<file path="src/logic/spisc_defines.vh">
`ifndef SPISC_DEFINES_VH
`define SPISC_DEFINES_VH

// ----------------------------------------------------------------
// clock-stop mode codes
// ----------------------------------------------------------------
`define SPISC_STOP_NODELAY 2'b10
`define SPISC_STOP_DELAY 2'b11

// ----------------------------------------------------------------
// required configuration values, idle levels and zero divider mapping
// ----------------------------------------------------------------
`define SPISC_SLAVE_DIV 8'h01
`define SPISC_SLAVE_SRC 1'b1
`define SPISC_POL_REQ 1'b1
`define SPISC_CLK_IDLE 1'b1
`define SPISC_SEL_IDLE 1'b1
`define SPISC_DIV_ZERO 8'h00
`define SPISC_DIV_MIN 8'h01

// ----------------------------------------------------------------
// master sequencer states
// ----------------------------------------------------------------
`define SPISC_ST_IDLE 2'h0
`define SPISC_ST_RUN 2'h1
`define SPISC_ST_TAIL 2'h2

`endif
</file>
<file path="src/logic/spisc_core.v">
// Behaviour
// - slave mode needs rate clock at half cpu clock: source 1, divider 1
// - master serial clock period is (1 + divider) processor clock cycles, 2 when divider is 0
// - low phase half period for odd/zero divider, else divider/2 cycles
// - high phase half period for odd/zero divider, else divider/2+1
// - frame polarities 1; select is active low, inverted inside
// - master: tx clock/frame dir 1, rx dirs 0; slave: all four 0
// - master drops select before first clock edge, transfer follows
// - mode 10b: receive data sampled on rising serial clock
// - mode 10b: transmit bits launched from falling serial clock
// - mode 11b: receive data sampled on falling serial clock
// - mode 11b: transmit bits launched from rising serial clock
// - slave releases data output once select returns high
`timescale 1ns/10ps
`include "spisc_defines.vh"

// ----------------------------------------------------------------
// transmit word buffer
// ----------------------------------------------------------------
module spisc_fifo #(
    parameter WIDTH = 8,
    parameter DEPTH = 8,
    parameter AW = 3
) (
    // clock and reset
    input wire clk,
    input wire rst,
    // fill side
    input wire in_valid,
    input wire [WIDTH-1:0] in_data,
    output reg in_ready_r,
    // drain side
    output reg out_valid_r,
    output wire [WIDTH-1:0] out_data,
    input wire out_ready
);
    reg [WIDTH-1:0] mem_r [0:DEPTH-1];
    reg [AW-1:0] wr_ptr_r;
    reg [AW-1:0] rd_ptr_r;
    reg [AW:0] count_r;
    reg [AW:0] count_nxt;
    wire push;
    wire pop;

    assign push = in_valid & in_ready_r;
    assign pop = out_ready & out_valid_r;
    assign out_data = mem_r[rd_ptr_r];

    always @*
    begin
        count_nxt = count_r;
        if (push & ~pop)
            count_nxt = count_r + 1'b1;
        else if (pop & ~push)
            count_nxt = count_r - 1'b1;
    end

    always @(posedge clk)
    begin
        if (push)
            mem_r[wr_ptr_r] <= in_data;
    end

    // flags registered from the next count so both stay honest
    always @(posedge clk or posedge rst)
    begin
        if (rst)
        begin
            wr_ptr_r <= {AW{1'b0}};
            rd_ptr_r <= {AW{1'b0}};
            count_r <= {(AW+1){1'b0}};
            in_ready_r <= 1'b1;
            out_valid_r <= 1'b0;
        end
        else
        begin
            if (push)
                wr_ptr_r <= (wr_ptr_r == DEPTH - 1) ? {AW{1'b0}}
                                                    : wr_ptr_r + 1'b1;
            if (pop)
                rd_ptr_r <= (rd_ptr_r == DEPTH - 1) ? {AW{1'b0}}
                                                    : rd_ptr_r + 1'b1;
            count_r <= count_nxt;
            in_ready_r <= (count_nxt != DEPTH);
            out_valid_r <= (count_nxt != {(AW+1){1'b0}});
        end
    end
endmodule

// ----------------------------------------------------------------
// clock-stop serial port, clock polarity high
// ----------------------------------------------------------------
module spisc_core #(
    parameter WIDTH = 8,
    parameter DEPTH = 8,
    parameter AW = 3
) (
    // clock and reset
    input wire clk,
    input wire rst,
    // configuration
    input wire [1:0] clock_stop_select,
    input wire transmit_clock_polarity,
    input wire rate_clock_source_select,
    input wire [7:0] rate_clock_divider,
    input wire receive_frame_polarity,
    input wire transmit_frame_polarity,
    input wire transmit_clock_direction,
    input wire transmit_frame_direction,
    input wire receive_clock_direction,
    input wire receive_frame_direction,
    // status
    output reg cfg_ok_r,
    output reg busy_r,
    // transmit words in
    input wire tx_valid,
    input wire [WIDTH-1:0] tx_data,
    output wire tx_ready,
    // receive words out
    output reg rx_valid_r,
    output reg [WIDTH-1:0] rx_data_r,
    // serial clock pin
    input wire transmit_clock_pin_i,
    output reg transmit_clock_pin_o,
    output reg transmit_clock_pin_oe,
    // select pins, active low on the wire
    input wire transmit_frame_pin_n_i,
    output reg transmit_frame_pin_n_o,
    output reg transmit_frame_pin_n_oe,
    input wire receive_frame_pin_n_i,
    // data pins
    input wire receive_data_pin,
    output reg transmit_data_pin_o,
    output reg transmit_data_pin_oe
);
    localparam CW = $clog2(WIDTH) + 1;
    localparam EW = $clog2(2 * WIDTH) + 1;

    wire fifo_valid;
    wire [WIDTH-1:0] fifo_data;
    wire pop;

    reg [1:0] state_r;
    reg [8:0] cnt_r;
    reg [EW-1:0] edge_cnt_r;
    reg [CW-1:0] samp_cnt_r;
    reg [WIDTH-1:0] tx_sh_r;
    reg [WIDTH-1:0] rx_sh_r;
    reg sck_prev_r;
    reg sl_act_r;

    reg [7:0] div_eff;
    reg [8:0] per_len;
    reg [8:0] hi_len;
    reg [8:0] lo_len;
    reg cfg_nxt;
    reg is_master;
    reg mode_nodelay;
    reg fall;
    reg rise;
    reg samp_edge;
    reg launch_edge;

    spisc_fifo #(
        .WIDTH(WIDTH),
        .DEPTH(DEPTH),
        .AW(AW)
    ) u_fifo (
        .clk(clk),
        .rst(rst),
        .in_valid(tx_valid),
        .in_data(tx_data),
        .in_ready_r(tx_ready),
        .out_valid_r(fifo_valid),
        .out_data(fifo_data),
        .out_ready(pop)
    );

    // ------------------------------------------------------------
    // phase lengths and configuration check
    // ------------------------------------------------------------
    // a zero divider cannot give half a cycle; it runs as divider 1
    always @*
    begin
        div_eff = (rate_clock_divider == `SPISC_DIV_ZERO) ? `SPISC_DIV_MIN
                                                       : rate_clock_divider;
        per_len = {1'b0, div_eff} + 9'h001;
        if (div_eff[0])
            hi_len = per_len >> 1;
        else
            hi_len = {2'b00, div_eff[7:1]} + 9'h001;
        lo_len = per_len - hi_len;
        is_master = transmit_clock_direction;
        mode_nodelay = (clock_stop_select == `SPISC_STOP_NODELAY);
        cfg_nxt = clock_stop_select[1]
            & (transmit_clock_polarity == `SPISC_POL_REQ)
            & (receive_frame_polarity == `SPISC_POL_REQ)
            & (transmit_frame_polarity == `SPISC_POL_REQ)
            & ~receive_clock_direction & ~receive_frame_direction;
        if (is_master)
            cfg_nxt = cfg_nxt & transmit_frame_direction;
        else
            cfg_nxt = cfg_nxt & ~transmit_frame_direction
                & (rate_clock_source_select == `SPISC_SLAVE_SRC)
                & (rate_clock_divider == `SPISC_SLAVE_DIV);
    end

    // ------------------------------------------------------------
    // edge classification, shared by both roles
    // ------------------------------------------------------------
    always @*
    begin
        if (is_master)
        begin
            fall = (state_r == `SPISC_ST_RUN) & (cnt_r == 9'h000)
                & transmit_clock_pin_o;
            rise = (state_r == `SPISC_ST_RUN) & (cnt_r == 9'h000)
                & ~transmit_clock_pin_o;
        end
        else
        begin
            fall = sl_act_r & sck_prev_r & ~transmit_clock_pin_i;
            rise = sl_act_r & ~sck_prev_r & transmit_clock_pin_i;
        end
        samp_edge = mode_nodelay ? rise : fall;
        launch_edge = mode_nodelay ? fall : rise;
    end

    // master pops on start; slave pops when selected, if a word waits
    assign pop = fifo_valid & cfg_ok_r & (is_master
        ? (state_r == `SPISC_ST_IDLE)
        : (~transmit_frame_pin_n_i & ~sl_act_r));

    // ------------------------------------------------------------
    // sequencer
    // ------------------------------------------------------------
    always @(posedge clk or posedge rst)
    begin
        if (rst)
        begin
            state_r <= `SPISC_ST_IDLE;
            cnt_r <= 9'h000;
            edge_cnt_r <= {EW{1'b0}};
            samp_cnt_r <= {CW{1'b0}};
            tx_sh_r <= {WIDTH{1'b0}};
            rx_sh_r <= {WIDTH{1'b0}};
            sck_prev_r <= `SPISC_CLK_IDLE;
            sl_act_r <= 1'b0;
            cfg_ok_r <= 1'b0;
            busy_r <= 1'b0;
            rx_valid_r <= 1'b0;
            rx_data_r <= {WIDTH{1'b0}};
            transmit_clock_pin_o <= `SPISC_CLK_IDLE;
            transmit_clock_pin_oe <= 1'b0;
            transmit_frame_pin_n_o <= `SPISC_SEL_IDLE;
            transmit_frame_pin_n_oe <= 1'b0;
            transmit_data_pin_o <= 1'b0;
            transmit_data_pin_oe <= 1'b0;
        end
        else
        begin
            cfg_ok_r <= cfg_nxt;
            rx_valid_r <= 1'b0;
            sck_prev_r <= transmit_clock_pin_i;
            transmit_clock_pin_oe <= is_master;
            transmit_frame_pin_n_oe <= is_master;
            if (samp_edge)
            begin
                rx_sh_r <= {rx_sh_r[WIDTH-2:0], receive_data_pin};
                samp_cnt_r <= samp_cnt_r + 1'b1;
                if (samp_cnt_r == WIDTH - 1)
                begin
                    rx_valid_r <= 1'b1;
                    rx_data_r <= {rx_sh_r[WIDTH-2:0], receive_data_pin};
                end
            end
            // first bit is already out when select drops
            if (launch_edge && samp_cnt_r != {CW{1'b0}})
            begin
                tx_sh_r <= {tx_sh_r[WIDTH-2:0], 1'b0};
                transmit_data_pin_o <= tx_sh_r[WIDTH-2];
            end
            if (is_master)
            begin
                sl_act_r <= 1'b0;
                case (state_r)
                `SPISC_ST_IDLE:
                begin
                    transmit_clock_pin_o <= `SPISC_CLK_IDLE;
                    transmit_frame_pin_n_o <= `SPISC_SEL_IDLE;
                    transmit_data_pin_oe <= 1'b0;
                    busy_r <= 1'b0;
                    if (pop)
                    begin
                        tx_sh_r <= fifo_data;
                        transmit_data_pin_o <= fifo_data[WIDTH-1];
                        transmit_data_pin_oe <= 1'b1;
                        transmit_frame_pin_n_o <= ~`SPISC_SEL_IDLE;
                        busy_r <= 1'b1;
                        samp_cnt_r <= {CW{1'b0}};
                        edge_cnt_r <= {EW{1'b0}};
                        // select leads first edge by D or T
                        cnt_r <= (mode_nodelay ? hi_len : per_len)
                            - 9'h001;
                        state_r <= `SPISC_ST_RUN;
                    end
                end
                `SPISC_ST_RUN:
                begin
                    if (cnt_r == 9'h000)
                    begin
                        transmit_clock_pin_o <= ~transmit_clock_pin_o;
                        edge_cnt_r <= edge_cnt_r + 1'b1;
                        if (edge_cnt_r == 2 * WIDTH - 1)
                        begin
                            cnt_r <= (mode_nodelay ? per_len : hi_len)
                                - 9'h001;
                            state_r <= `SPISC_ST_TAIL;
                        end
                        else if (transmit_clock_pin_o)
                            cnt_r <= lo_len - 9'h001;
                        else
                            cnt_r <= hi_len - 9'h001;
                    end
                    else
                        cnt_r <= cnt_r - 9'h001;
                end
                `SPISC_ST_TAIL:
                begin
                    if (cnt_r == 9'h000)
                    begin
                        transmit_frame_pin_n_o <= `SPISC_SEL_IDLE;
                        transmit_data_pin_oe <= 1'b0;
                        busy_r <= 1'b0;
                        state_r <= `SPISC_ST_IDLE;
                    end
                    else
                        cnt_r <= cnt_r - 9'h001;
                end
                default:
                    state_r <= `SPISC_ST_IDLE;
                endcase
            end
            else
            begin
                state_r <= `SPISC_ST_IDLE;
                transmit_clock_pin_o <= `SPISC_CLK_IDLE;
                transmit_frame_pin_n_o <= `SPISC_SEL_IDLE;
                // select sampled inverted: low on the wire means active
                if (transmit_frame_pin_n_i)
                begin
                    sl_act_r <= 1'b0;
                    transmit_data_pin_oe <= 1'b0;
                    busy_r <= 1'b0;
                end
                else if (~sl_act_r && cfg_ok_r)
                begin
                    sl_act_r <= 1'b1;
                    busy_r <= 1'b1;
                    samp_cnt_r <= {CW{1'b0}};
                    tx_sh_r <= pop ? fifo_data : {WIDTH{1'b0}};
                    transmit_data_pin_o <= pop & fifo_data[WIDTH-1];
                    transmit_data_pin_oe <= 1'b1;
                end
                // receive frame gates sampling in slave role
                if (receive_frame_pin_n_i)
                    samp_cnt_r <= {CW{1'b0}};
            end
        end
    end
endmodule

</file>
<file path="config.mk">
export PLATFORM = sky130hd
export DESIGN_NAME = spisc_core
export DESIGN_NICKNAME = d
export VERILOG_FILES = /design/src/logic/spisc_core.v
export VERILOG_INCLUDE_DIRS = /design/src /design/src/logic
export SDC_FILE = /design/constraint.sdc
export NUM_CORES = 1
export LEC_CHECK = 0
export BUFFER_PORTS_ARGS = -buffer_cell sky130_fd_sc_hd__buf_2
export CAP_MARGIN = 40
export CORE_ASPECT_RATIO = 1.2
export CORE_MARGIN = 3
export CORE_UTILIZATION = 66
export DETAILED_ROUTE_END_ITERATION = 10
export GPL_TIMING_DRIVEN = 0
export PLACE_DENSITY = 0.94
export SLEW_MARGIN = 10
export SYNTH_ARGS = -nofsm -noshare
export SYNTH_HDL_FRONTEND = slang
export SYNTH_HIERARCHICAL = 1
export SYNTH_SLANG_ARGS = --single-unit
</file>
<file path="constraint.sdc">
create_clock -name clk -period 5.7 [get_ports clk]
set_input_delay 0.855 -clock clk [delete_from_list [all_inputs] [get_ports clk]]
set_output_delay 0.855 -clock clk [all_outputs]
set_load 0.02 [all_outputs]
</file>
==> flow_summary.html, run 1 <==
<table>
<tr><th>Metric</th><th>Value</th></tr>
<tr><th colspan="2">Timing</th></tr>
<tr><td>Clock tree skew after final layout</td><td>0.0117 ns</td></tr>
<tr><td>Post-route fraction of the period consumed by the critical path</td><td>0.753</td></tr>
<tr><td>Total count of max-transition violations in the final report</td><td>0</td></tr>
<tr><td>Max-Slew Margin vs Limit</td><td>0.406</td></tr>
<tr><td>Total negative slack for setup checks</td><td>0 ns</td></tr>
<tr><td>Unrepaired setup endpoints after global routing</td><td>no</td></tr>
<tr><td>Min Clock Period, post-route</td><td>4.29 ns</td></tr>
<tr><td>Transition time at the pin with the least slew margin</td><td>0.884 ns</td></tr>
<tr><td>Fin. Hold Viols</td><td>0</td></tr>
<tr><td>Fmax</td><td>233 MHz</td></tr>
<tr><td>Final Setup Violations</td><td>0</td></tr>
<tr><th colspan="2">Setup path</th></tr>
<tr><td>Critical Path Sink Type</td><td>flip-flop</td></tr>
<tr><td>Critical path class</td><td>in -&gt; reg</td></tr>
<tr><td>Data required time at the worst endpoint</td><td>6.00 ns</td></tr>
<tr><td>Critical Path Slowest Stage Cell</td><td>a311oi_1</td></tr>
<tr><td>Critical path peak fanout</td><td>10</td></tr>
<tr><td>Worst Path Arrival</td><td>4.60 ns</td></tr>
<tr><td>Cell Chain, Critical Path</td><td>buf_2 -&gt; nand2b_1 -&gt; clkbuf_1 -&gt; clkbuf_1 -&gt; buf_1 -&gt; clkbuf_1 -&gt; nor2_1 -&gt; a21oi_1 -&gt; ha_1 -&gt; o211ai_1 -&gt; a311oi_1 -&gt; a21o_1 -&gt; a21oi_1 -&gt; o32a_1</td></tr>
<tr><td>Buffers &amp; Inverters on Critical Path</td><td>5</td></tr>
<tr><td>Critical path startpoint category</td><td>input port</td></tr>
<tr><td>Family with the most delay on the worst path</td><td>buffers and inverters</td></tr>
<tr><td>Worst path max stage delay</td><td>0.52 ns</td></tr>
<tr><td>Most common cell on crit path</td><td>clkbuf_1</td></tr>
<tr><th colspan="2">Power</th></tr>
<tr><td>Net switching power figure</td><td>1010 uW</td></tr>
<tr><td>Pwr Total</td><td>3010 uW</td></tr>
<tr><td>Clock network fraction of design power</td><td>0.361</td></tr>
<tr><td>VDD IR-drop max</td><td>0.315 mV</td></tr>
<tr><td>Leakage</td><td>0.00331 uW</td></tr>
<tr><td>Total power density per cell area</td><td>360 nW/um^2</td></tr>
<tr><td>Internal power component</td><td>2000 uW</td></tr>
<tr><td>Switching part of the total</td><td>0.337</td></tr>
<tr><td>Part of the total power dissipated in sequential elements</td><td>0.413</td></tr>
<tr><td>Combinational Power Share</td><td>0.226</td></tr>
<tr><th colspan="2">Routing</th></tr>
<tr><td>Total via count after detailed routing</td><td>6,031</td></tr>
<tr><td>Detailed-routed wire length on met3</td><td>1450 um</td></tr>
<tr><td>Uppermost routed layer</td><td>met4</td></tr>
<tr><td>Met1 Wirelength</td><td>6590 um</td></tr>
<tr><td>Initial DRC count</td><td>673</td></tr>
<tr><td>Per-cell routed wire length</td><td>21.6 um</td></tr>
<tr><td>Antenna-violating nets left</td><td>0</td></tr>
<tr><td>First-pass DRT Iterations</td><td>5</td></tr>
<tr><td>DRC errors left</td><td>0</td></tr>
<tr><td>Wire length on met2</td><td>9890 um</td></tr>
<tr><td>Average via count per standard cell</td><td>6.85</td></tr>
<tr><td>Wire length after detailed routing</td><td>19,000 um</td></tr>
<tr><th colspan="2">Clocking</th></tr>
<tr><td>Post_cts resized</td><td>0</td></tr>
<tr><td>Total clock buffers created by CTS</td><td>17</td></tr>
<tr><td>Clock H-tree levels</td><td>4</td></tr>
<tr><td>Sinks on Clock Net</td><td>127</td></tr>
<tr><td>Buffer levels on the longest clock path</td><td>2</td></tr>
<tr><td>TritonCTS clock tree</td><td>built</td></tr>
<tr><td>Clock-pin slew reported for the worst setup and hold paths after clock tree synthesis</td><td>0.06 ns</td></tr>
<tr><td>Number of buffers added to fix hold violations after cts</td><td>0</td></tr>
<tr><td>Setup bufs post-CTS</td><td>0</td></tr>
<tr><td>Root buffer cell</td><td>clkbuf_16</td></tr>
<tr><td>Clk_lat worst skew</td><td>0.43 ns</td></tr>
<tr><th colspan="2">Flow run</th></tr>
<tr><td>Max Cap Viol</td><td>0</td></tr>
<tr><th colspan="2">Floorplan</th></tr>
<tr><td>I/O pins</td><td>51</td></tr>
<tr><td>Die Outline Area</td><td>12,300 sq um</td></tr>
<tr><td>Vertical extent of the die</td><td>121 um</td></tr>
<tr><td>Initial core utilization</td><td>0.683</td></tr>
<tr><td>Std-Cell Core Area</td><td>10,700 sq um</td></tr>
<tr><td>Std-Cell Rows</td><td>41</td></tr>
<tr><td>Die boundary width</td><td>102 um</td></tr>
<tr><th colspan="2">Cells and area</th></tr>
<tr><td>Area of the multi-input gates</td><td>3520 sq um</td></tr>
<tr><td>Nets</td><td>796</td></tr>
<tr><td>Area growth from synthesis to final layout</td><td>14.7%</td></tr>
<tr><td>Sequential standard cell area</td><td>3500 sq um</td></tr>
<tr><td>Fraction of layout instances using a drive strength above 1</td><td>0.216</td></tr>
<tr><td>Number of filler cells placed in the layout</td><td>621</td></tr>
<tr><td>Number of antenna cells inserted</td><td>0</td></tr>
<tr><th colspan="2">GRT</th></tr>
<tr><td>First-pass GRT wire length</td><td>29,900 um</td></tr>
<tr><td>Combined global-route utilization of all metal layers</td><td>0.322</td></tr>
<tr><td>Largest net degree at the start of global routing</td><td>36</td></tr>
<tr><td>Vias in the first global route</td><td>5,862</td></tr>
<tr><td>Antenna violations before repair</td><td>0</td></tr>
<tr><td>GRT Residual Overflow</td><td>0</td></tr>
<tr><th colspan="2">Synth</th></tr>
<tr><td>Post-synthesis adder-cell area fraction</td><td>0.0439</td></tr>
<tr><td>Cell variety after synth</td><td>76</td></tr>
<tr><td>Area fraction in compound gates after synthesis</td><td>0.148</td></tr>
<tr><td>Simple-gate portion of the synthesized area</td><td>0.146</td></tr>
<tr><td>Top FF cell, synth</td><td>edfxtp_1</td></tr>
<tr><td>Post-synthesis sequential element count</td><td>127</td></tr>
<tr><td>Synthesized area per cell</td><td>11.0 sq um</td></tr>
<tr><td>Leading post-synthesis cells by cell area</td><td>edfxtp_1, dfrtp_1, mux4_2, mux2_2, ha_1</td></tr>
<tr><td>Fraction of the yosys area taken by sequential cells</td><td>0.481</td></tr>
<tr><td>Mux share of post-synthesis cell area</td><td>0.112</td></tr>
<tr><td>Cell area after synthesis</td><td>7290 sq um</td></tr>
<tr><td>Net count after synthesis</td><td>723</td></tr>
<tr><td>Cell type contributing the most total cell area after synthesis</td><td>edfxtp_1</td></tr>
<tr><td>Async set or reset register ratio after synthesis</td><td>0.496</td></tr>
<tr><td>Number of standard cells after synthesis</td><td>665</td></tr>
<tr><td>Number of flops mapped to enable cells by yosys</td><td>64</td></tr>
<tr><td>Dominant combinational cell family by area after synthesis</td><td>compound AO/OA/AOI/OAI gates</td></tr>
<tr><td>Synth warn</td><td>6</td></tr>
<tr><td>Xor and xnor area share after synthesis</td><td>0.0324</td></tr>
<tr><td>Synth top area share</td><td>0.264</td></tr>
<tr><th colspan="2">Placement</th></tr>
<tr><td>Detail Placement HPWL</td><td>12,500 um</td></tr>
<tr><td>Number of buffers inserted by port buffering</td><td>46</td></tr>
<tr><td>Final weighted congestion of routability-driven global placement</td><td>0.946</td></tr>
<tr><th colspan="2">Min path</th></tr>
<tr><td>Min-delay worst type</td><td>in -&gt; async</td></tr>
<tr><th colspan="2">Run status</th></tr>
<tr><td>Outcome</td><td>completed</td></tr>
</table>
==> sequential cells by signal, indices dropped and copies added (netlist names), 2 cells and up <==
signal / count
u_fifo/mem_r: 64
cnt_r: 9
u_fifo/count_r: 4
rx_sh_r: 7
state_r: 2
edge_cnt_r: 5
samp_cnt_r: 4
u_fifo/rd_ptr_r: 3
rx_data_r: 8
tx_sh_r: 7
u_fifo/wr_ptr_r: 3
==> power by group through the flow <==
stage          combinational [uW]  sequential [uW]  clock, uW
6_report                      679             1240       1090
5_1_grt                       734             1260       1140
4_1_cts                       663             1240       1100
3_5_place_dp                  637             1250          0
3_3_place_gp                  588             1230          0
2_1_floorplan                 473             1220          0
==> cells by family after synthesis <==
family,Yosys count
and+or+nand+nor,204
adders and majority gates,25
AOI/OAI and AO/OA,160
xor gates and xnor gates,27
DFF,127
buffers and inverters,64
muxes,58
==> through the flow <==
stage               hold slack, ns  area (sq um)  worst slack [ns]   util  cells
finish                       0.422          8360              1.41  0.784    880
floorplan                    0.437          7290              1.88      -    665
detailed placement           0.475          7740              1.09  0.725    846
CTS                          0.429          8350              1.53  0.782    878
global placement             0.456          7680              1.24  0.720    840
global route                 0.448          8360              1.17  0.784    880
==> per-layer routing <==
metal,global-route usage,vias to the layer above
li1,-,2641
met1,0.372,2893
met2,0.557,383
met3,0.0782,114
met4,0.156,0
met5,0,-
==> final timing paths <==
| path | start | end | slack [ns] | cells past startpoint |
|---|---|---|---|---|
| min | rst | transmit_data_pin_oe | 0.42 | 2 |
| min in group clk | edge_cnt_r[4] | edge_cnt_r[4] | 0.48 | 2 |
| max | clock_stop_select[0] | cnt_r[8] | 1.41 | 14 |
| max in group asynchronous | rst | sck_prev_r | 4.69 | 3 |
| min reg2reg | edge_cnt_r[4] | edge_cnt_r[4] | 0.48 | 2 |
| max reg2reg | cnt_r[0] | rx_data_r[4] | 2.59 | 9 |
==> layout by cell type, fill, tap and decap left out, types with 5 or more instances in the layout <==
master / count
o211ai_1: 7
a211oi_1: 5
nand4_1: 7
nor2_1: 47
xnor2_1: 19
clkbuf_1: 28
mux2i_1: 13
mux4_2: 16
dfrtp_1: 59
a21o_1: 8
clkinv_8: 5
buf_2: 54
a21oi_1: 41
nor3_1: 15
nand2_1: 53
o21ai_0: 31
nand3_1: 19
nor3b_1: 5
buf_4: 6
edfxtp_1: 64
inv_1: 22
ha_1: 24
o21ai_1: 7
o31ai_1: 6
xor2_1: 8
o211a_1: 8
nor4_1: 5
nor2b_1: 5
inv_8: 6
mux2_2: 29
nand2b_1: 14
clkbuf_16: 17
a31oi_1: 6
==> Yosys cell counts, drive strengths merged (13+ instances only) <==
cell type  number
clkbuf         28
o21ai          38
nand2b         15
dfrtp          59
nor3           15
inv            23
nand3          19
nor2           47
buf            13
ha             24
mux4           16
xnor2          19
edfxtp         64
mux2i          13
mux2           29
nand2          53
a21oi          41
==> layout make-up <==
class | count | share of cell area
clock inverter | 15 | 0.0220
sequential | 127 | 0.419
timing repair buffer | 54 | 0.0353
buffer | 41 | 0.0218
clock buffer | 17 | 0.0509
inverter | 23 | 0.0103
tap | 129 | 0.0193
multi-input combinational | 474 | 0.421
Power figures use the tool's default switching activity.
==> run 2, diff against run 1 <==
CORE_UTILIZATION = 61   (was 66)
PLACE_DENSITY = 0.88   (was 0.94)
clock period = 4.1 ns   (was 5.7 ns; I/O delays follow)
==> flow_summary.html, run 2 (synthesis results as in run 1) <==
<table>
<tr><th>Metric</th><th>Value</th></tr>
<tr><th colspan="2">Run status</th></tr>
<tr><td>Outcome</td><td>completed</td></tr>
<tr><th colspan="2">Min path</th></tr>
<tr><td>Min-delay worst type</td><td>in -&gt; async</td></tr>
<tr><th colspan="2">Timing</th></tr>
<tr><td>Fin. Hold Viols</td><td>0 (unchanged)</td></tr>
<tr><td>Total count of max-transition violations in the final report</td><td>0 (unchanged)</td></tr>
<tr><td>Total negative slack for setup checks</td><td>0 ns (unchanged)</td></tr>
<tr><td>Transition time at the pin with the least slew margin</td><td>0.966 ns (+0.0825 ns)</td></tr>
<tr><td>Post-route fraction of the period consumed by the critical path</td><td>0.928</td></tr>
<tr><td>Unrepaired setup endpoints after global routing</td><td>no</td></tr>
<tr><td>Min Clock Period, post-route</td><td>3.81 ns</td></tr>
<tr><td>Final Setup Violations</td><td>0 (unchanged)</td></tr>
<tr><td>Max-Slew Margin vs Limit</td><td>0.352 (-0.0540)</td></tr>
<tr><td>Fmax</td><td>263 MHz</td></tr>
<tr><td>Clock tree skew after final layout</td><td>0.0191 ns (+0.00732 ns)</td></tr>
<tr><th colspan="2">GRT</th></tr>
<tr><td>Vias in the first global route</td><td>5,796 (-1.1%)</td></tr>
<tr><td>Largest net degree at the start of global routing</td><td>38 (+5.6%)</td></tr>
<tr><td>Antenna violations before repair</td><td>0 (unchanged)</td></tr>
<tr><td>Combined global-route utilization of all metal layers</td><td>0.275 (-0.0473)</td></tr>
<tr><td>First-pass GRT wire length</td><td>28,400 um (-5.2%)</td></tr>
<tr><td>GRT Residual Overflow</td><td>0 (unchanged)</td></tr>
<tr><th colspan="2">Setup path</th></tr>
<tr><td>Critical path class</td><td>in -&gt; reg</td></tr>
<tr><td>Data required time at the worst endpoint</td><td>4.42 ns (-1.58 ns)</td></tr>
<tr><td>Critical Path Sink Type</td><td>flip-flop</td></tr>
<tr><td>Worst Path Arrival</td><td>4.13 ns (-0.47 ns)</td></tr>
<tr><td>Critical path peak fanout</td><td>10 (unchanged)</td></tr>
<tr><td>Critical path startpoint category</td><td>input port</td></tr>
<tr><th colspan="2">Placement</th></tr>
<tr><td>Placed cells</td><td>871 (+3.0%)</td></tr>
<tr><td>Final weighted congestion of routability-driven global placement</td><td>0.931 (-1.5%)</td></tr>
<tr><td>Number of buffers inserted by port buffering</td><td>46 (unchanged)</td></tr>
<tr><td>Detail Placement HPWL</td><td>12,400 um (-0.49%)</td></tr>
<tr><th colspan="2">Routing</th></tr>
<tr><td>Wire length after detailed routing</td><td>17,600 um (-7.7%)</td></tr>
<tr><td>Total via count after detailed routing</td><td>5,777 (-4.2%)</td></tr>
<tr><td>First-pass DRT Iterations</td><td>7 (+2)</td></tr>
<tr><td>Per-cell routed wire length</td><td>19.5 um (-10%)</td></tr>
<tr><td>Antenna-violating nets left</td><td>0 (unchanged)</td></tr>
<tr><td>DRC errors left</td><td>0 (unchanged)</td></tr>
<tr><td>Average via count per standard cell</td><td>6.39 (-6.8%)</td></tr>
<tr><td>Initial DRC count</td><td>414 (-38%)</td></tr>
<tr><th colspan="2">Clocking</th></tr>
<tr><td>TritonCTS clock tree</td><td>built</td></tr>
<tr><td>Clock H-tree levels</td><td>4 (unchanged)</td></tr>
<tr><td>Total clock buffers created by CTS</td><td>17 (unchanged)</td></tr>
<tr><td>Sinks on Clock Net</td><td>127 (unchanged)</td></tr>
<tr><td>Setup bufs post-CTS</td><td>0 (unchanged)</td></tr>
<tr><td>Clock-pin slew reported for the worst setup and hold paths after clock tree synthesis</td><td>0.06 ns (about the same)</td></tr>
<tr><td>Buffer levels on the longest clock path</td><td>2 (unchanged)</td></tr>
<tr><td>Clk_lat worst skew</td><td>0.44 ns (about the same)</td></tr>
<tr><td>Root buffer cell</td><td>clkbuf_16</td></tr>
<tr><th colspan="2">Cells and area</th></tr>
<tr><td>Commonest cells after routing, fill and taps aside</td><td>edfxtp_1, dfrtp_1, nand2_1, buf_2, nor2_1</td></tr>
<tr><td>Nets</td><td>792 (-0.50%)</td></tr>
<tr><td>Most frequent standard cell in the layout excluding fill and tap cells</td><td>edfxtp_1</td></tr>
<tr><td>Max reg flops</td><td>64 (unchanged)</td></tr>
<tr><td>Non-filler cells, final</td><td>904 (+2.7%)</td></tr>
<tr><td>Register name with the most flops</td><td>u_fifo/mem_r</td></tr>
<tr><td>Number of antenna cells inserted</td><td>0 (unchanged)</td></tr>
<tr><td>Registers with the most flip-flops</td><td>u_fifo/mem_r: 64 flops, cnt_r: 9 flops, rx_data_r: 8 flops</td></tr>
<tr><td>Fraction of layout instances using a drive strength above 1</td><td>0.216 (about the same)</td></tr>
<tr><td>Area growth from synthesis to final layout</td><td>14.9%</td></tr>
<tr><th colspan="2">Power</th></tr>
<tr><td>Total power density per cell area</td><td>500 nW/um^2 (+39%)</td></tr>
<tr><td>Leakage</td><td>0.00329 uW (-0.86%)</td></tr>
<tr><td>Net switching power figure</td><td>1330 uW (+31%)</td></tr>
<tr><td>Clock network fraction of design power</td><td>0.368 (+0.007)</td></tr>
<tr><td>Internal power component</td><td>2860 uW (+43%)</td></tr>
<tr><td>Part of the total power dissipated in sequential elements</td><td>0.413 (about the same)</td></tr>
<tr><td>Switching part of the total</td><td>0.317 (-0.0197)</td></tr>
<tr><td>Combinational Power Share</td><td>0.219 (-0.007)</td></tr>
<tr><td>VDD IR-drop max</td><td>0.463 mV (+47%)</td></tr>
<tr><th colspan="2">Floorplan</th></tr>
<tr><td>Std-Cell Core Area</td><td>11,600 sq um (+8.9%)</td></tr>
<tr><td>Vertical extent of the die</td><td>126 um (+3.8%)</td></tr>
<tr><td>Std-Cell Rows</td><td>43 (+4.9%)</td></tr>
<tr><td>Die Outline Area</td><td>13,300 sq um (+7.7%)</td></tr>
<tr><td>Initial core utilization</td><td>0.627 (-0.0559)</td></tr>
<tr><td>Die boundary width</td><td>106 um (+3.8%)</td></tr>
<tr><td>I/O pins</td><td>51 (unchanged)</td></tr>
<tr><th colspan="2">Flow run</th></tr>
<tr><td>Max Cap Viol</td><td>0 (unchanged)</td></tr>
</table>
[run 2: worst paths after layout]
path	from	to	slack (ns)	depth (start not counted)
min in group clk	transmit_clock_pin_i	sck_prev_r	0.32	1
max	clock_stop_select[0]	cnt_r[8]	0.29	14
max reg2reg	state_r[1]	rx_data_r[6]	1.04	9
max in group asynchronous	rst	sck_prev_r	3.37	3
min	rst	edge_cnt_r[0]	0.15	2
min reg2reg	edge_cnt_r[3]	edge_cnt_r[3]	0.48	1
[run 2: power by group through the flow]
stage | combinational, uW | clock [uW] | sequential (uW)
after detailed placement | 891 | 0 | 1740
after floorplan | 658 | 0 | 1700
after CTS | 908 | 1560 | 1720
after global routing | 1000 | 1610 | 1750
final | 918 | 1540 | 1730
after global placement | 827 | 0 | 1720
[run 2: per-layer routing]
metal | vias up | track usage | share of wire
met5 | - | 0 | 0
met1 | 2795 | 0.305 | 0.37
met3 | 70 | 0.0666 | 0.063
met2 | 281 | 0.491 | 0.53
met4 | 0 | 0.136 | 0.039
li1 | 2631 | - | -
[run 2: what timing repair did]
| item | CTS | global route |
|---|---|---|
| setup endpoints to repair | 0 | 2 |
| hold buffers | 0 | 0 |
| endpoints found under the hold margin | 0 | 0 |
| gates resized for setup | 0 | 1 |
[run 2: critical path: stages]
cell	delay (ns)
buf_2	0.10
nand2b_1	0.09
clkbuf_1	0.40
clkbuf_1	0.39
clkbuf_2	0.32
clkbuf_1	0.37
nor2_1	0.07
a21oi_1	0.19
ha_1	0.25
o211ai_1	0.18
a311oi_1	0.51
a21o_1	0.22
a21oi_1	0.07
o32a_1	0.33
[run 2: stage by stage]
stage | util | worst slack, ns | hold WS [ns] | total power (uW) | area, sq um
final | 0.721 | 0.293 | 0.149 | 4180 | 8370
after CTS | 0.720 | 0.259 | 0.162 | 4190 | 8370
after floorplan | - | 0.520 | 0.437 | 2350 | 7290
after detailed placement | 0.668 | -0.178 | 0.474 | 2630 | 7770
after global placement | 0.664 | -0.170 | 0.454 | 2540 | 7710
after global routing | 0.721 | 0.0758 | 0.179 | 4360 | 8370
[run 2: cell type report]
type	instances	area [sq um]
multi-input cells	474	3540
plain buffers	41	184
well taps	157	196
repair buffers	50	268
clock inverters	14	169
inverters	23	86.3
flip-flops and latches	127	3500
fillers	789	3250
clock buffers	18	429
